**config.mk**
```make
export PLATFORM = sky130hd
export DESIGN_NAME = elc_top
export DESIGN_NICKNAME = d
export VERILOG_FILES = /design/src/elc_pkg.sv /design/src/elc_top.sv
export SDC_FILE = /design/constraint.sdc
export NUM_CORES = 1
export LEC_CHECK = 0
export ABC_AREA = 1
export BUFFER_PORTS_ARGS = -buffer_cell sky130_fd_sc_hd__buf_2
export CAP_MARGIN = 5
export CORE_MARGIN = 2
export CORE_UTILIZATION = 45
export CTS_CLUSTER_DIAMETER = 50
export DETAILED_ROUTE_END_ITERATION = 16
export PLACE_DENSITY_LB_ADDON = 0.12
export SYNTH_ARGS = -nofsm -noshare
export SYNTH_HDL_FRONTEND = slang
export SYNTH_SLANG_ARGS = --single-unit
```
**constraint.sdc**
```tcl
create_clock -name clock_i -period 6.7 [get_ports clock_i]
set_input_delay 1.34 -clock clock_i [delete_from_list [all_inputs] [get_ports clock_i]]
set_output_delay 1.34 -clock clock_i [all_outputs]
set_load 0.03 [all_outputs]
```
**src/elc_pkg.sv**
```systemverilog
//----------------------------------------------------------------------
// Exterior lamp controller package
//----------------------------------------------------------------------
// Purpose: Shared constants, pin and lamp carriers for the controller
// Assumes: 40 MHz system clock, 10 ms timer tick from a prescaler
// Notes:   All timers count ticks, not clock cycles
//
// Summary of operation
// RL1: Faulty indicator bulb doubles that side's rate
// RL2: Hazard drives both sides' indicators together
// RL3: Each hazard touch toggles hazard flashing
// RL4: Turn selection during hazard shows turn flashing
// RL5: Turn cancelled or ignition off resumes hazard
// RL6: Hazard touch replaces turn; next touch restores
// RL7: Network hazard request flashes at least 5 s
// RL8: Collision starts latched continuous hazard flashing
// RL9: Crash hazard cancelled only by 5 s hold
// RL10: Inertia release latches hazard; reset won't stop
// RL11: Rear fog needs ignition, head/front fog, switch
// RL12: Rear fog stays on through cranking
// RL13: Marker knob drives shared marker/tail/plate output
// RL14: Key out with lever keeps side parking lamps
// RL15: Dipped beam needs headlight knob and ignition
// RL16: Main beam latches with dipped, knob off clears
// RL17: Lever pulled flashes headlights while held
// RL18: Cold start cuts main beam while cranking
// RL19: Position lamp holds selection and 0-5 min delay
// RL20: Dark unlock lights selection; key/knob change cancels
// RL21: Front fog needs marker/head knob and ignition on
// RL22: Front fog shed during engine cranking
// RL23: Turn flashing at accessory or beyond, equal halves
// RL24: Flash and timers derive from a clock prescaler
//----------------------------------------------------------------------

package elc_pkg;

  //--------------------------------------------------------------------
  // Timing
  //--------------------------------------------------------------------
  localparam int CLK_PERIOD_NS = 25;
  localparam int TICK_NS = 10_000_000;
  localparam int TICK_CYC = TICK_NS / CLK_PERIOD_NS;
  localparam int TICK_MS = 10;
  localparam int FLASH_HALF_MS = 400;
  localparam int FLASH_HALF_TICKS = FLASH_HALF_MS / TICK_MS;
  localparam int FLASH_FAST_TICKS = FLASH_HALF_TICKS / 2;
  localparam int HOLD_S = 5;
  localparam int HOLD_TICKS = HOLD_S * 1000 / TICK_MS;
  localparam int CAN_HAZ_S = 5;
  localparam int CAN_TICKS = CAN_HAZ_S * 1000 / TICK_MS;
  localparam int STEP_S = 30;
  localparam int STEP_TICKS = STEP_S * 1000 / TICK_MS;
  localparam int MAX_STEPS = 10;
  localparam int POS_W = 15;
  localparam int HZC_W = 10;
  localparam int FLC_W = 6;

  //--------------------------------------------------------------------
  // Register map
  //--------------------------------------------------------------------
  localparam logic [7:0] REG_CFG = 8'h00;
  localparam logic [7:0] REG_STAT = 8'h04;
  localparam int CFG_SEL_LSB = 0;
  localparam int CFG_STEPS_LSB = 4;
  localparam logic [1:0] CFG_SEL_RESET = 2'h0;
  localparam logic [3:0] CFG_STEPS_RESET = 4'h0;

  //--------------------------------------------------------------------
  // Types
  //--------------------------------------------------------------------
  typedef enum logic [1:0] {IGN_OFF, IGN_ACC, IGN_ON, IGN_CRANK} elc_ign_e;
  typedef enum logic [1:0] {KNOB_OFF, KNOB_MARKER, KNOB_HEAD} elc_knob_e;
  typedef enum logic [1:0] {FM_OFF, FM_TURN, FM_HAZ} elc_flash_e;

  typedef struct packed {
    logic key_in;
    elc_ign_e ign;
    elc_knob_e knob;
    logic turn_l;
    logic turn_r;
    logic lever_main;
    logic lever_flash;
    logic haz_sw;
    logic can_haz;
    logic collision;
    logic inertia_rel;
    logic fault_l;
    logic fault_r;
    logic ff_sw;
    logic rf_sw;
    logic engine_run;
    logic amb_low;
    logic unlock;
  } elc_pins_s;

  typedef struct packed {
    logic ind_l;
    logic ind_r;
    logic marker;
    logic park_l;
    logic park_r;
    logic panel;
    logic dipped;
    logic main;
    logic front_fog;
    logic ff_ind;
    logic rear_fog;
  } elc_lamps_s;

endpackage

```
**src/elc_top.sv**
```systemverilog
//----------------------------------------------------------------------
// Exterior lamp controller
//----------------------------------------------------------------------
// Purpose: Indicator/hazard arbitration and exterior lamp switching
// Assumes: All pins asynchronous; register port on clock_i
// Notes:   Lamp outputs are registered, one cycle after their cause
//----------------------------------------------------------------------
`timescale 1ns/1ps

module elc_top
  import elc_pkg::*;
#(
  parameter int TICK_CYCLES = TICK_CYC // Shorten for simulation
) (
  input wire logic clock_i,
  input wire logic reset_i,
  input wire elc_pins_s pins_i,
  input wire logic [7:0] addr_i,
  input wire logic [31:0] wdata_i,
  input wire logic wr_i,
  input wire logic rd_i,
  output logic [31:0] rdata_o,
  output elc_lamps_s lamps_o
);

  //--------------------------------------------------------------------
  // Pin synchroniser
  //--------------------------------------------------------------------
  elc_pins_s sync1_r; // First stage, read only by sync2_r
  elc_pins_s sync2_r; // Safe copy of pins
  elc_pins_s prev_r; // Last cycle's copy, for edges

  // Two flops on every pin before any logic
  always_ff @(posedge clock_i) begin
    if (reset_i) begin
      sync1_r <= '0;
      sync2_r <= '0;
      prev_r <= '0;
    end else begin
      sync1_r <= pins_i;
      sync2_r <= sync1_r;
      prev_r <= sync2_r;
    end
  end

  elc_pins_s s;
  assign s = sync2_r;
  // Edge strobes
  logic haz_rise, can_rise, unlock_rise, turn_any, turn_rise, key_fall;
  assign haz_rise = s.haz_sw & ~prev_r.haz_sw;
  assign can_rise = s.can_haz & ~prev_r.can_haz;
  assign unlock_rise = s.unlock & ~prev_r.unlock;
  assign turn_any = s.turn_l | s.turn_r;
  assign turn_rise = turn_any & ~(prev_r.turn_l | prev_r.turn_r);
  assign key_fall = ~s.key_in & prev_r.key_in;

  //--------------------------------------------------------------------
  // Register port
  //--------------------------------------------------------------------
  logic [1:0] sel_r, sel_nxt; // Position lamp selection
  logic [3:0] steps_r, steps_nxt; // Off delay in 30 s steps
  logic [31:0] rdata_r, rdata_nxt;
  logic [31:0] stat_w;

  // Decode writes and build the read word
  always_comb begin
    sel_nxt = sel_r;
    steps_nxt = steps_r;
    rdata_nxt = 32'h0;
    if (wr_i && addr_i == REG_CFG) begin
      sel_nxt = wdata_i[CFG_SEL_LSB +: 2]; // RL19
      // Clamp so the delay never exceeds five minutes
      if (wdata_i[CFG_STEPS_LSB +: 4] > 4'(MAX_STEPS)) begin
        steps_nxt = 4'(MAX_STEPS);
      end else begin
        steps_nxt = wdata_i[CFG_STEPS_LSB +: 4]; // RL19
      end
    end
    if (rd_i) begin
      unique case (addr_i)
        REG_CFG: begin
          rdata_nxt[CFG_SEL_LSB +: 2] = sel_r;
          rdata_nxt[CFG_STEPS_LSB +: 4] = steps_r;
        end
        REG_STAT: rdata_nxt = stat_w;
        default: rdata_nxt = 32'h0; // Unmapped reads zero
      endcase
    end
  end

  // Register the configuration and read data
  always_ff @(posedge clock_i) begin
    if (reset_i) begin
      sel_r <= CFG_SEL_RESET;
      steps_r <= CFG_STEPS_RESET;
      rdata_r <= 32'h0;
    end else begin
      sel_r <= sel_nxt;
      steps_r <= steps_nxt;
      rdata_r <= rdata_nxt;
    end
  end
  assign rdata_o = rdata_r;

  //--------------------------------------------------------------------
  // Tick prescaler
  //--------------------------------------------------------------------
  logic [18:0] pre_r, pre_nxt;
  logic tick;

  // One tick per 10 ms of clock
  always_comb begin
    tick = (pre_r == 19'(TICK_CYCLES - 1));
    pre_nxt = tick ? 19'h0 : pre_r + 19'h1; // RL24
  end

  always_ff @(posedge clock_i) begin
    if (reset_i) begin
      pre_r <= 19'h0;
    end else begin
      pre_r <= pre_nxt;
    end
  end

  //--------------------------------------------------------------------
  // Hazard and indicator arbitration
  //--------------------------------------------------------------------
  logic haz_on_r, haz_on_nxt; // Switch-owned hazard
  logic haz_pri_r, haz_pri_nxt; // Hazard wins over turn
  logic crash_r, crash_nxt; // Latched crash hazard
  logic [HZC_W-1:0] hold_r, hold_nxt; // Switch hold time
  logic [HZC_W-1:0] can_r, can_nxt; // Network hazard time left
  logic [FLC_W-1:0] flc_r, flc_nxt; // Flash half-period count
  logic phase_r, phase_nxt; // Lamp phase, on when set
  logic turn_ok, haz_act, fault_sel;
  logic [FLC_W-1:0] half_w;
  elc_flash_e mode_w;

  always_comb begin
    haz_on_nxt = haz_on_r;
    haz_pri_nxt = haz_pri_r;
    crash_nxt = crash_r;
    hold_nxt = hold_r;
    can_nxt = can_r;
    flc_nxt = flc_r;
    phase_nxt = phase_r;
    // Turn flashing needs accessory or beyond
    turn_ok = turn_any && s.ign != IGN_OFF; // RL23 RL5
    haz_act = haz_on_r | crash_r | (can_r != '0);
    if (turn_ok && !(haz_act && haz_pri_r)) begin
      mode_w = FM_TURN; // RL4
    end else if (haz_act) begin
      mode_w = FM_HAZ; // RL5
    end else begin
      mode_w = FM_OFF;
    end
    fault_sel = (s.turn_l & s.fault_l) | (s.turn_r & s.fault_r);
    if (mode_w == FM_TURN && fault_sel) begin
      half_w = FLC_W'(FLASH_FAST_TICKS); // RL1
    end else begin
      half_w = FLC_W'(FLASH_HALF_TICKS); // RL23
    end
    // Touch handling; crash latch ignores short touches
    if (haz_rise && !crash_r) begin
      haz_on_nxt = ~haz_on_r; // RL3
      haz_pri_nxt = ~haz_on_r; // RL6
    end
    // A fresh turn selection takes over from hazard
    if (turn_rise) begin
      haz_pri_nxt = 1'b0; // RL4
    end
    // Hold timer for cancelling the crash latch
    if (!s.haz_sw) begin
      hold_nxt = '0;
    end else if (tick && hold_r != HZC_W'(HOLD_TICKS)) begin
      hold_nxt = hold_r + HZC_W'(1);
    end
    if (crash_r && hold_r == HZC_W'(HOLD_TICKS)) begin
      crash_nxt = 1'b0; // RL9
      haz_on_nxt = 1'b0;
    end
    // New crash events win over the cancel
    if (s.collision || (s.inertia_rel && !prev_r.inertia_rel)) begin
      crash_nxt = 1'b1; // RL8 RL10
      haz_pri_nxt = 1'b1;
    end
    // Network request restarts its minimum time
    if (can_rise) begin
      can_nxt = HZC_W'(CAN_TICKS); // RL7
      haz_pri_nxt = 1'b1;
    end else if (tick && can_r != '0) begin
      can_nxt = can_r - HZC_W'(1);
    end
    // Equal on and off halves; restart lit when idle
    if (mode_w == FM_OFF) begin
      flc_nxt = '0;
      phase_nxt = 1'b1;
    end else if (tick) begin
      if (flc_r >= half_w - FLC_W'(1)) begin
        flc_nxt = '0;
        phase_nxt = ~phase_r; // RL23 RL24
      end else begin
        flc_nxt = flc_r + FLC_W'(1);
      end
    end
  end

  always_ff @(posedge clock_i) begin
    if (reset_i) begin
      haz_on_r <= 1'b0;
      haz_pri_r <= 1'b0;
      crash_r <= 1'b0;
      hold_r <= '0;
      can_r <= '0;
      flc_r <= '0;
      phase_r <= 1'b1;
    end else begin
      haz_on_r <= haz_on_nxt;
      haz_pri_r <= haz_pri_nxt;
      crash_r <= crash_nxt;
      hold_r <= hold_nxt;
      can_r <= can_nxt;
      flc_r <= flc_nxt;
      phase_r <= phase_nxt;
    end
  end

  //--------------------------------------------------------------------
  // Exterior lamps
  //--------------------------------------------------------------------
  logic main_r, main_nxt; // Main beam latch
  logic cold_r, cold_nxt; // Engine was off at ignition on
  logic park_l_r, park_l_nxt, park_r_r, park_r_nxt;
  logic [POS_W-1:0] pos_r, pos_nxt; // Position lamp time left
  logic pos_mark_r, pos_mark_nxt; // Markers lit at arming
  elc_lamps_s lamps_r, lamps_nxt;
  logic ign_on, crank, head, ff_req, pos_act;
  logic [3:0] steps_w;

  always_comb begin
    main_nxt = main_r;
    cold_nxt = cold_r;
    park_l_nxt = park_l_r;
    park_r_nxt = park_r_r;
    pos_nxt = pos_r;
    pos_mark_nxt = pos_mark_r;
    lamps_nxt = '0;
    steps_w = steps_r;
    crank = (s.ign == IGN_CRANK);
    ign_on = (s.ign == IGN_ON) || crank;
    head = (s.knob == KNOB_HEAD) && ign_on; // RL15
    ff_req = s.ff_sw && s.knob != KNOB_OFF && ign_on; // RL21
    pos_act = (pos_r != '0);
    // Capture a cold start when ignition comes on
    if (ign_on && !(prev_r.ign == IGN_ON || prev_r.ign == IGN_CRANK)) begin
      cold_nxt = ~s.engine_run; // RL18
    end
    // Main latch: set with dipped on, cleared by knob off
    if (s.knob == KNOB_OFF) begin
      main_nxt = 1'b0; // RL16
    end else if (head && s.lever_main) begin
      main_nxt = 1'b1; // RL16
    end
    // Parking side chosen as key leaves; lever off ends it
    if (key_fall) begin
      park_l_nxt = s.turn_l; // RL14
      park_r_nxt = s.turn_r;
    end
    if (!s.turn_l) park_l_nxt = 1'b0;
    if (!s.turn_r) park_r_nxt = 1'b0;
    // Position lamp timer
    if (unlock_rise && s.amb_low && sel_r != 2'h0) begin
      pos_nxt = POS_W'(int'(steps_w) * STEP_TICKS); // RL20
      pos_mark_nxt = (s.knob != KNOB_OFF);
    end else if (s.key_in != prev_r.key_in || s.ign != prev_r.ign ||
                 s.knob != prev_r.knob) begin
      pos_nxt = '0; // RL20
    end else if (tick && pos_act) begin
      pos_nxt = pos_r - POS_W'(1);
    end
    // Indicators
    unique case (mode_w)
      FM_TURN: begin
        lamps_nxt.ind_l = s.turn_l & phase_r; // RL23
        lamps_nxt.ind_r = s.turn_r & phase_r;
      end
      FM_HAZ: begin
        lamps_nxt.ind_l = phase_r; // RL2
        lamps_nxt.ind_r = phase_r; // RL2
      end
      FM_OFF: begin
        lamps_nxt.ind_l = 1'b0;
        lamps_nxt.ind_r = 1'b0;
      end
    endcase
    lamps_nxt.marker = (s.knob != KNOB_OFF) | (pos_act & pos_mark_r); // RL13
    lamps_nxt.park_l = park_l_r; // RL14
    lamps_nxt.park_r = park_r_r;
    // Panel stays dark while only parking lamps are lit
    lamps_nxt.panel = (s.knob != KNOB_OFF); // RL14
    lamps_nxt.dipped = head | (pos_act & sel_r[0]); // RL15 RL20
    lamps_nxt.main = ((main_r & head) | s.lever_flash) &
                     ~(crank & cold_r); // RL17 RL18
    lamps_nxt.front_fog = ff_req & ~crank; // RL22
    lamps_nxt.ff_ind = ff_req & ~crank; // RL21
    // Rear fog is not shed while cranking
    lamps_nxt.rear_fog = (ign_on & (head | ff_req) & s.rf_sw) |
                         (pos_act & sel_r[1]); // RL11 RL12
  end

  always_ff @(posedge clock_i) begin
    if (reset_i) begin
      main_r <= 1'b0;
      cold_r <= 1'b0;
      park_l_r <= 1'b0;
      park_r_r <= 1'b0;
      pos_r <= '0;
      pos_mark_r <= 1'b0;
      lamps_r <= '0;
    end else begin
      main_r <= main_nxt;
      cold_r <= cold_nxt;
      park_l_r <= park_l_nxt;
      park_r_r <= park_r_nxt;
      pos_r <= pos_nxt;
      pos_mark_r <= pos_mark_nxt;
      lamps_r <= lamps_nxt;
    end
  end
  assign lamps_o = lamps_r;

  // Status word for software
  assign stat_w = {24'h0, pos_act, cold_r, main_r, crash_r, (can_r != '0),
                   haz_on_r, mode_w};
endmodule // elc_top

```
======== After elaboration in Yosys (flattened, before gate mapping) ========
Cells that the tools add are included.
word-level totals
  bits in registers ....................... 168
  input bits .............................. 64
operators by class
  add/subtract/negate cells ............... 6
  $mul .................................... 1
  $lt $le $gt $ge ......................... 2
  eq/ne operators ......................... 14
  mux-type cells .......................... 19
  bitwise gates (word level) .............. 43
  reduce and logical (&&, ||, !) cells .... 51
operator list
  kind                                                    count
  two-way mux 15 bit                                      3
  adder 19 x 1 -> 19 bit, second input constant           1
  == test 19 bit, second input constant                   1
  AND 1 bit                                               18
  logical AND 1 bit                                       18
  two-way mux 9 bit                                       2
  OR reduction 2 bit                                      9
  NOT 1 bit                                               15
  nonzero test 15 bit                                     1
  subtractor 15 x 1 -> 15 bit, second input constant      1
  == test 2 bit, second input constant                    6
  multiplier 4 x 9 -> 12 bit, second input constant       1
  two-way mux 6 bit                                       2
  adder 10 x 1 -> 10 bit, second input constant           1
  == test 10 x 9 -> 1 bit, second input constant          1
  inequality test 10 x 9 -> 1 bit, second input constant  1
  OR 1 bit                                                10
  nonzero test 10 bit                                     1
  nonzero test 2 bit                                      5
  subtractor 10 x 1 -> 10 bit, second input constant      1
  == test 8 x 3 -> 1 bit, second input constant           1
  logical NOT 8 bit                                       1
  case mux 4 bit (2 select lines)                         1
  adder 6 x 1 -> 6 bit, second input constant             1
  18 further kinds                                        34

======== Logic depth before layout (Yosys ltp) ========
  depth after elaboration ................. 12
  mapped depth ............................ 18
  gate-level depth less buffers ........... 18

======== Least setup slack after synthesis ========
OpenSTA, ideal clock, no wires.
  path kind ............................... reg2reg
  from .................................... reg steps_r[1]
  to ...................................... reg pos_r[9]
  library setup time ...................... 115 ps
  data arrival time ....................... 2473 ps
  data required time ...................... 6585 ps
  setup slack ............................. 4113 ps
  cell stages (with the launch flop) ...... 13
  cell sequence ........................... dfxtp_1 inv_1 fa_1 inv_1 ha_1 fa_1 nand3_1 nand3_1 or2_2 nand3_1 nand2_1 nor2_1 nor2_1
on the way
  longest elaborated chain between the ends .. 2
ends and longest elaborated chain
  item                        line            RTL
  start, declared             elc_top.sv:61   logic [3:0] steps_r, steps_nxt;
  start signal, assigned      elc_top.sv:99   steps_r <= steps_nxt;
  multiplier 4 x 9 -> 12 bit  elc_top.sv:273  pos_nxt = POS_W'(int'(steps_w) * STEP_TICKS);
  two-way mux 15 bit          elc_top.sv:272  if (unlock_rise && s.amb_low && sel_r != 2'h0) begin
  end signal, assigned        elc_top.sv:325  pos_r <= pos_nxt;
  end, declared               elc_top.sv:234  logic [POS_W-1:0] pos_r, pos_nxt;
No other way between the ends.
A chain may end at the register's enable or synchronous reset.

======== Worst setup path after layout ========
  from .................................... in reset_i
  to ...................................... reg rdata_r[3] (netlist: rdata_o[3])
on the way
  longest elaborated chain between the ends .. 1
ends and longest elaborated chain
  item                          line            RTL
  start, declared               elc_top.sv:16   input wire logic reset_i,
  OR reduction 3 bit (no line)  --
  end signal, assigned          elc_top.sv:100  rdata_r <= rdata_nxt;
  end, declared                 elc_top.sv:62   logic [31:0] rdata_r, rdata_nxt;
No other way between the ends.

==> metrics.cfg <==
[power_and_ir_drop]
leakage_nw = 3.93
power-per-cell-area_nw_per_um2 = 248
ir_worst_vdd_uv = 185

[drt]
met3WireLength_um = 569
drc_errors = 0
highest_layer = met4
ant_nets = 0
routed_via_density = 4.55
drtIter0Drc = 330
wirelength_um = 14800
route.detailed.wl_per_inst_um = 11.1
firstDrtPassIters = 5
route.met2.wl_um = 6670
met1Wirelength_um = 7360
detailed_route_via_count = 6067

[worst_setup_path]
end_kind = register
timing.critical_path.required_ns = 6.99
cp_max_fo = 27
timing.critical_path.from_type = input port
worst_ep_arrival_time_ns = 3.33
r2r_start = steps_r[1]
crit_type = input port to register
cp-startpoint = reset_i

[sta]
hold_viol_final = 0
count_of_pins_over_their_slew_limit = 0
min_period_over_period_pct = 45.4
highest_achievable_clock_rate_ghz = 0.329
timing.max_slew.rel_slack_pct = 36.6
setup_viol_count_final = 0
period_minus_slack_ns = 3.04
worstMarginPinSlew_ns = 0.948
final.setup_skew_ns = 0.00921
unrepaired_setup_endpoints_after_global_routing = no
worst_hold_slack_after_final_layout_ns = 0.397
fin_setup_tns_ns = 0

[floorplan]
fp.dieW_um = 131
die_h_um = 131
core_region_area_um2 = 15900
starting_density_of_the_core_pct = 45.9
num_rows = 46
fp.dieArea_um2 = 17300
boundaryPins = 107

[yosys]
yosysSeqAreaShare_pct = 39.5
postSynthRegisterBits = 144
yosysTopAreaCellShare_pct = 39.5
synth_async_sr_flop_share_pct = 0
synthesis.area_um2 = 7300
synth_cell_type_count = 46
yosysWarnings = 0
post_synth_most_frequent_cells = 218 x sky130_fd_sc_hd__nand2_1, 191 x sky130_fd_sc_hd__nor2_1, 162 x sky130_fd_sc_hd__inv_1
ys_dominant_reg_cell = sky130_fd_sc_hd__dfxtp_1
synth.most_common_cell = sky130_fd_sc_hd__nand2_1
synth_enable_flop_cells = 0
syn_inst = 1045
yosys-top-cells-area = sky130_fd_sc_hd__dfxtp_1 39%, sky130_fd_sc_hd__nand2_1 11%, sky130_fd_sc_hd__nor2_1 9.8%, sky130_fd_sc_hd__inv_1 8.3%, sky130_fd_sc_hd__ha_1 4.6%
avgSynthCellArea_um2 = 6.98
synth_top_cell_by_area = sky130_fd_sc_hd__dfxtp_1

[global_route]
wire_length_of_the_first_global_routing_pass_um = 26100
grt_usage_pct = 18.3
grt_antenna_before_repair = 0
grt-ovfl-total = 0
grt_max_degree = 43
number_of_global_route_vias_before_repair = 5578

[run]
drv.max_cap_violation_count = 0

[clock_network]
cts_inserted_buffers = 17
clock-root-buffer = sky130_fd_sc_hd__clkbuf_16
worst_path_clk_slew_ns = 0.06
clkLatencyLatePin_ns = 0.43
clock-sinks = 144
hold_fix_buffers_at_cts = 0
ctsResizeCount = 0
postCtsSetupRepairBufs = 0
cts_tree = built
clk_buf_depth = 2
ctsHtreeMaxLevel = 4

[final_layout]
flow.area_growth_from_synthesis_pct = 12.9
insertedDiodeCount = 0
final_nets = 1199
post_route_cells_drive_above_1_share_pct = 10.3
num-fill-cells = 1632
multi_input_area_um2 = 3590
postLayoutCoreUtil_pct = 51.9
ff_latch_area_um2 = 2880

[place]
routabilityCongestion = 0.823
buffer_ports.inserted = 56
dp_hpwl_um = 10900

[worst_hold_path]
min_from = sync1_r[14]
hold_class = register to register

[status]
outcome = complete, no violations

-- area by class of cell --
type,count,area share [%]
Sequential cell,144,35.0
Timing Repair Buffer,58,3.58
Clock inverter,14,1.75
Multi-Input combinational cell,714,43.5
Clock buffer,18,5.21
Tap cell,216,3.28
Inverter,168,7.67
-- sequential cells by signal, summed over array words and instances (netlist names), 2 cells and up --
register  flops
pre_r        19
prev_r       11
hold_r       10
sel_r         2
flc_r         6
sync1_r      20
pos_r        15
rdata_o       8
s            20
lamps_o      10
can_r        10
steps_r       4
-- critical path: stages --
cell                       delay, ns
sky130_fd_sc_hd__buf_2          0.07
sky130_fd_sc_hd__buf_4          0.29
sky130_fd_sc_hd__clkinv_1       0.78
sky130_fd_sc_hd__nand2_1        0.23
sky130_fd_sc_hd__inv_1          0.07
sky130_fd_sc_hd__and3_1         0.21
sky130_fd_sc_hd__inv_1          0.20
sky130_fd_sc_hd__nor2_1         0.11
-- stage by stage --
step	cell area (um^2)	cells	power, mW	setup slack, ns
finish	8240	1332	2.05	3.66
global route	8240	1332	2.15	3.48
CTS	8240	1332	2.07	3.63
detailed placement	7670	1300	1.14	3.19
global placement	7670	1300	1.14	3.17
floorplan	7380	1068	1.10	4.11
-- layout by cell type (no fill, tap or decap), types with 4 or more instances in the layout --
| cell | netlist | routed |
|---|---|---|
| sky130_fd_sc_hd__o22ai_1 | 5 | 5 |
| sky130_fd_sc_hd__nand3_2 | 4 | 4 |
| sky130_fd_sc_hd__o21ai_0 | 19 | 19 |
| sky130_fd_sc_hd__xnor2_1 | 11 | 11 |
| sky130_fd_sc_hd__nand3_1 | 53 | 53 |
| sky130_fd_sc_hd__nor2_1 | 191 | 191 |
| sky130_fd_sc_hd__inv_1 | 162 | 162 |
| sky130_fd_sc_hd__fa_1 | 5 | 5 |
| sky130_fd_sc_hd__nand2_1 | 218 | 218 |
| sky130_fd_sc_hd__nor3_1 | 14 | 14 |
| sky130_fd_sc_hd__nand2_2 | 4 | 4 |
| sky130_fd_sc_hd__conb_1 | 1 | 24 |
| sky130_fd_sc_hd__nand3b_1 | 5 | 5 |
| sky130_fd_sc_hd__buf_2 | 5 | 56 |
| sky130_fd_sc_hd__dfxtp_1 | 144 | 144 |
| sky130_fd_sc_hd__nand4_1 | 14 | 14 |
| sky130_fd_sc_hd__ha_1 | 27 | 27 |
| sky130_fd_sc_hd__or2_2 | 7 | 7 |
| sky130_fd_sc_hd__inv_6 | 0 | 6 |
| sky130_fd_sc_hd__o21ai_1 | 13 | 13 |
| sky130_fd_sc_hd__clkbuf_16 | 0 | 17 |
| sky130_fd_sc_hd__xor2_1 | 18 | 18 |
| sky130_fd_sc_hd__a21oi_1 | 56 | 56 |
-- metal layers --
metal | GRT usage [%] | vias up
met5 | 0 | -
met4 | 6.04 | 0
met3 | 4.32 | 19
met2 | 29.3 | 103
met1 | 24.5 | 2637
li1 | - | 3308
-- power by group --
group          leakage, nW  internal [mW]  total [mW]  switching [mW]
logic                 2.48         0.0697       0.214           0.145
clock network        0.274          0.524       0.926           0.401
registers             1.17          0.886       0.907          0.0204
total                 3.93           1.48        2.05           0.567
-- worst paths after layout --
kind | end | slack [ns] | depth (start not counted)
max reg2reg | pos_r[14] | 3.78 | 13
min | s[14] | 0.40 | 2
min reg2reg | s[14] | 0.40 | 2
max | rdata_o[3] | 3.66 | 8
-- cell families after synthesis --
family                     Yosys count  synth area share, %
AOI/OAI and AO/OA                  105                 7.68
xor gates and xnor gates            29                 3.48
adders and majority gates           32                 6.00
buffers and inverters              210                 12.5
DFF                                144                 39.5
other                                1               0.0514
and+or+nand+nor                    524                 30.8
Power figures use the tool's default switching activity.
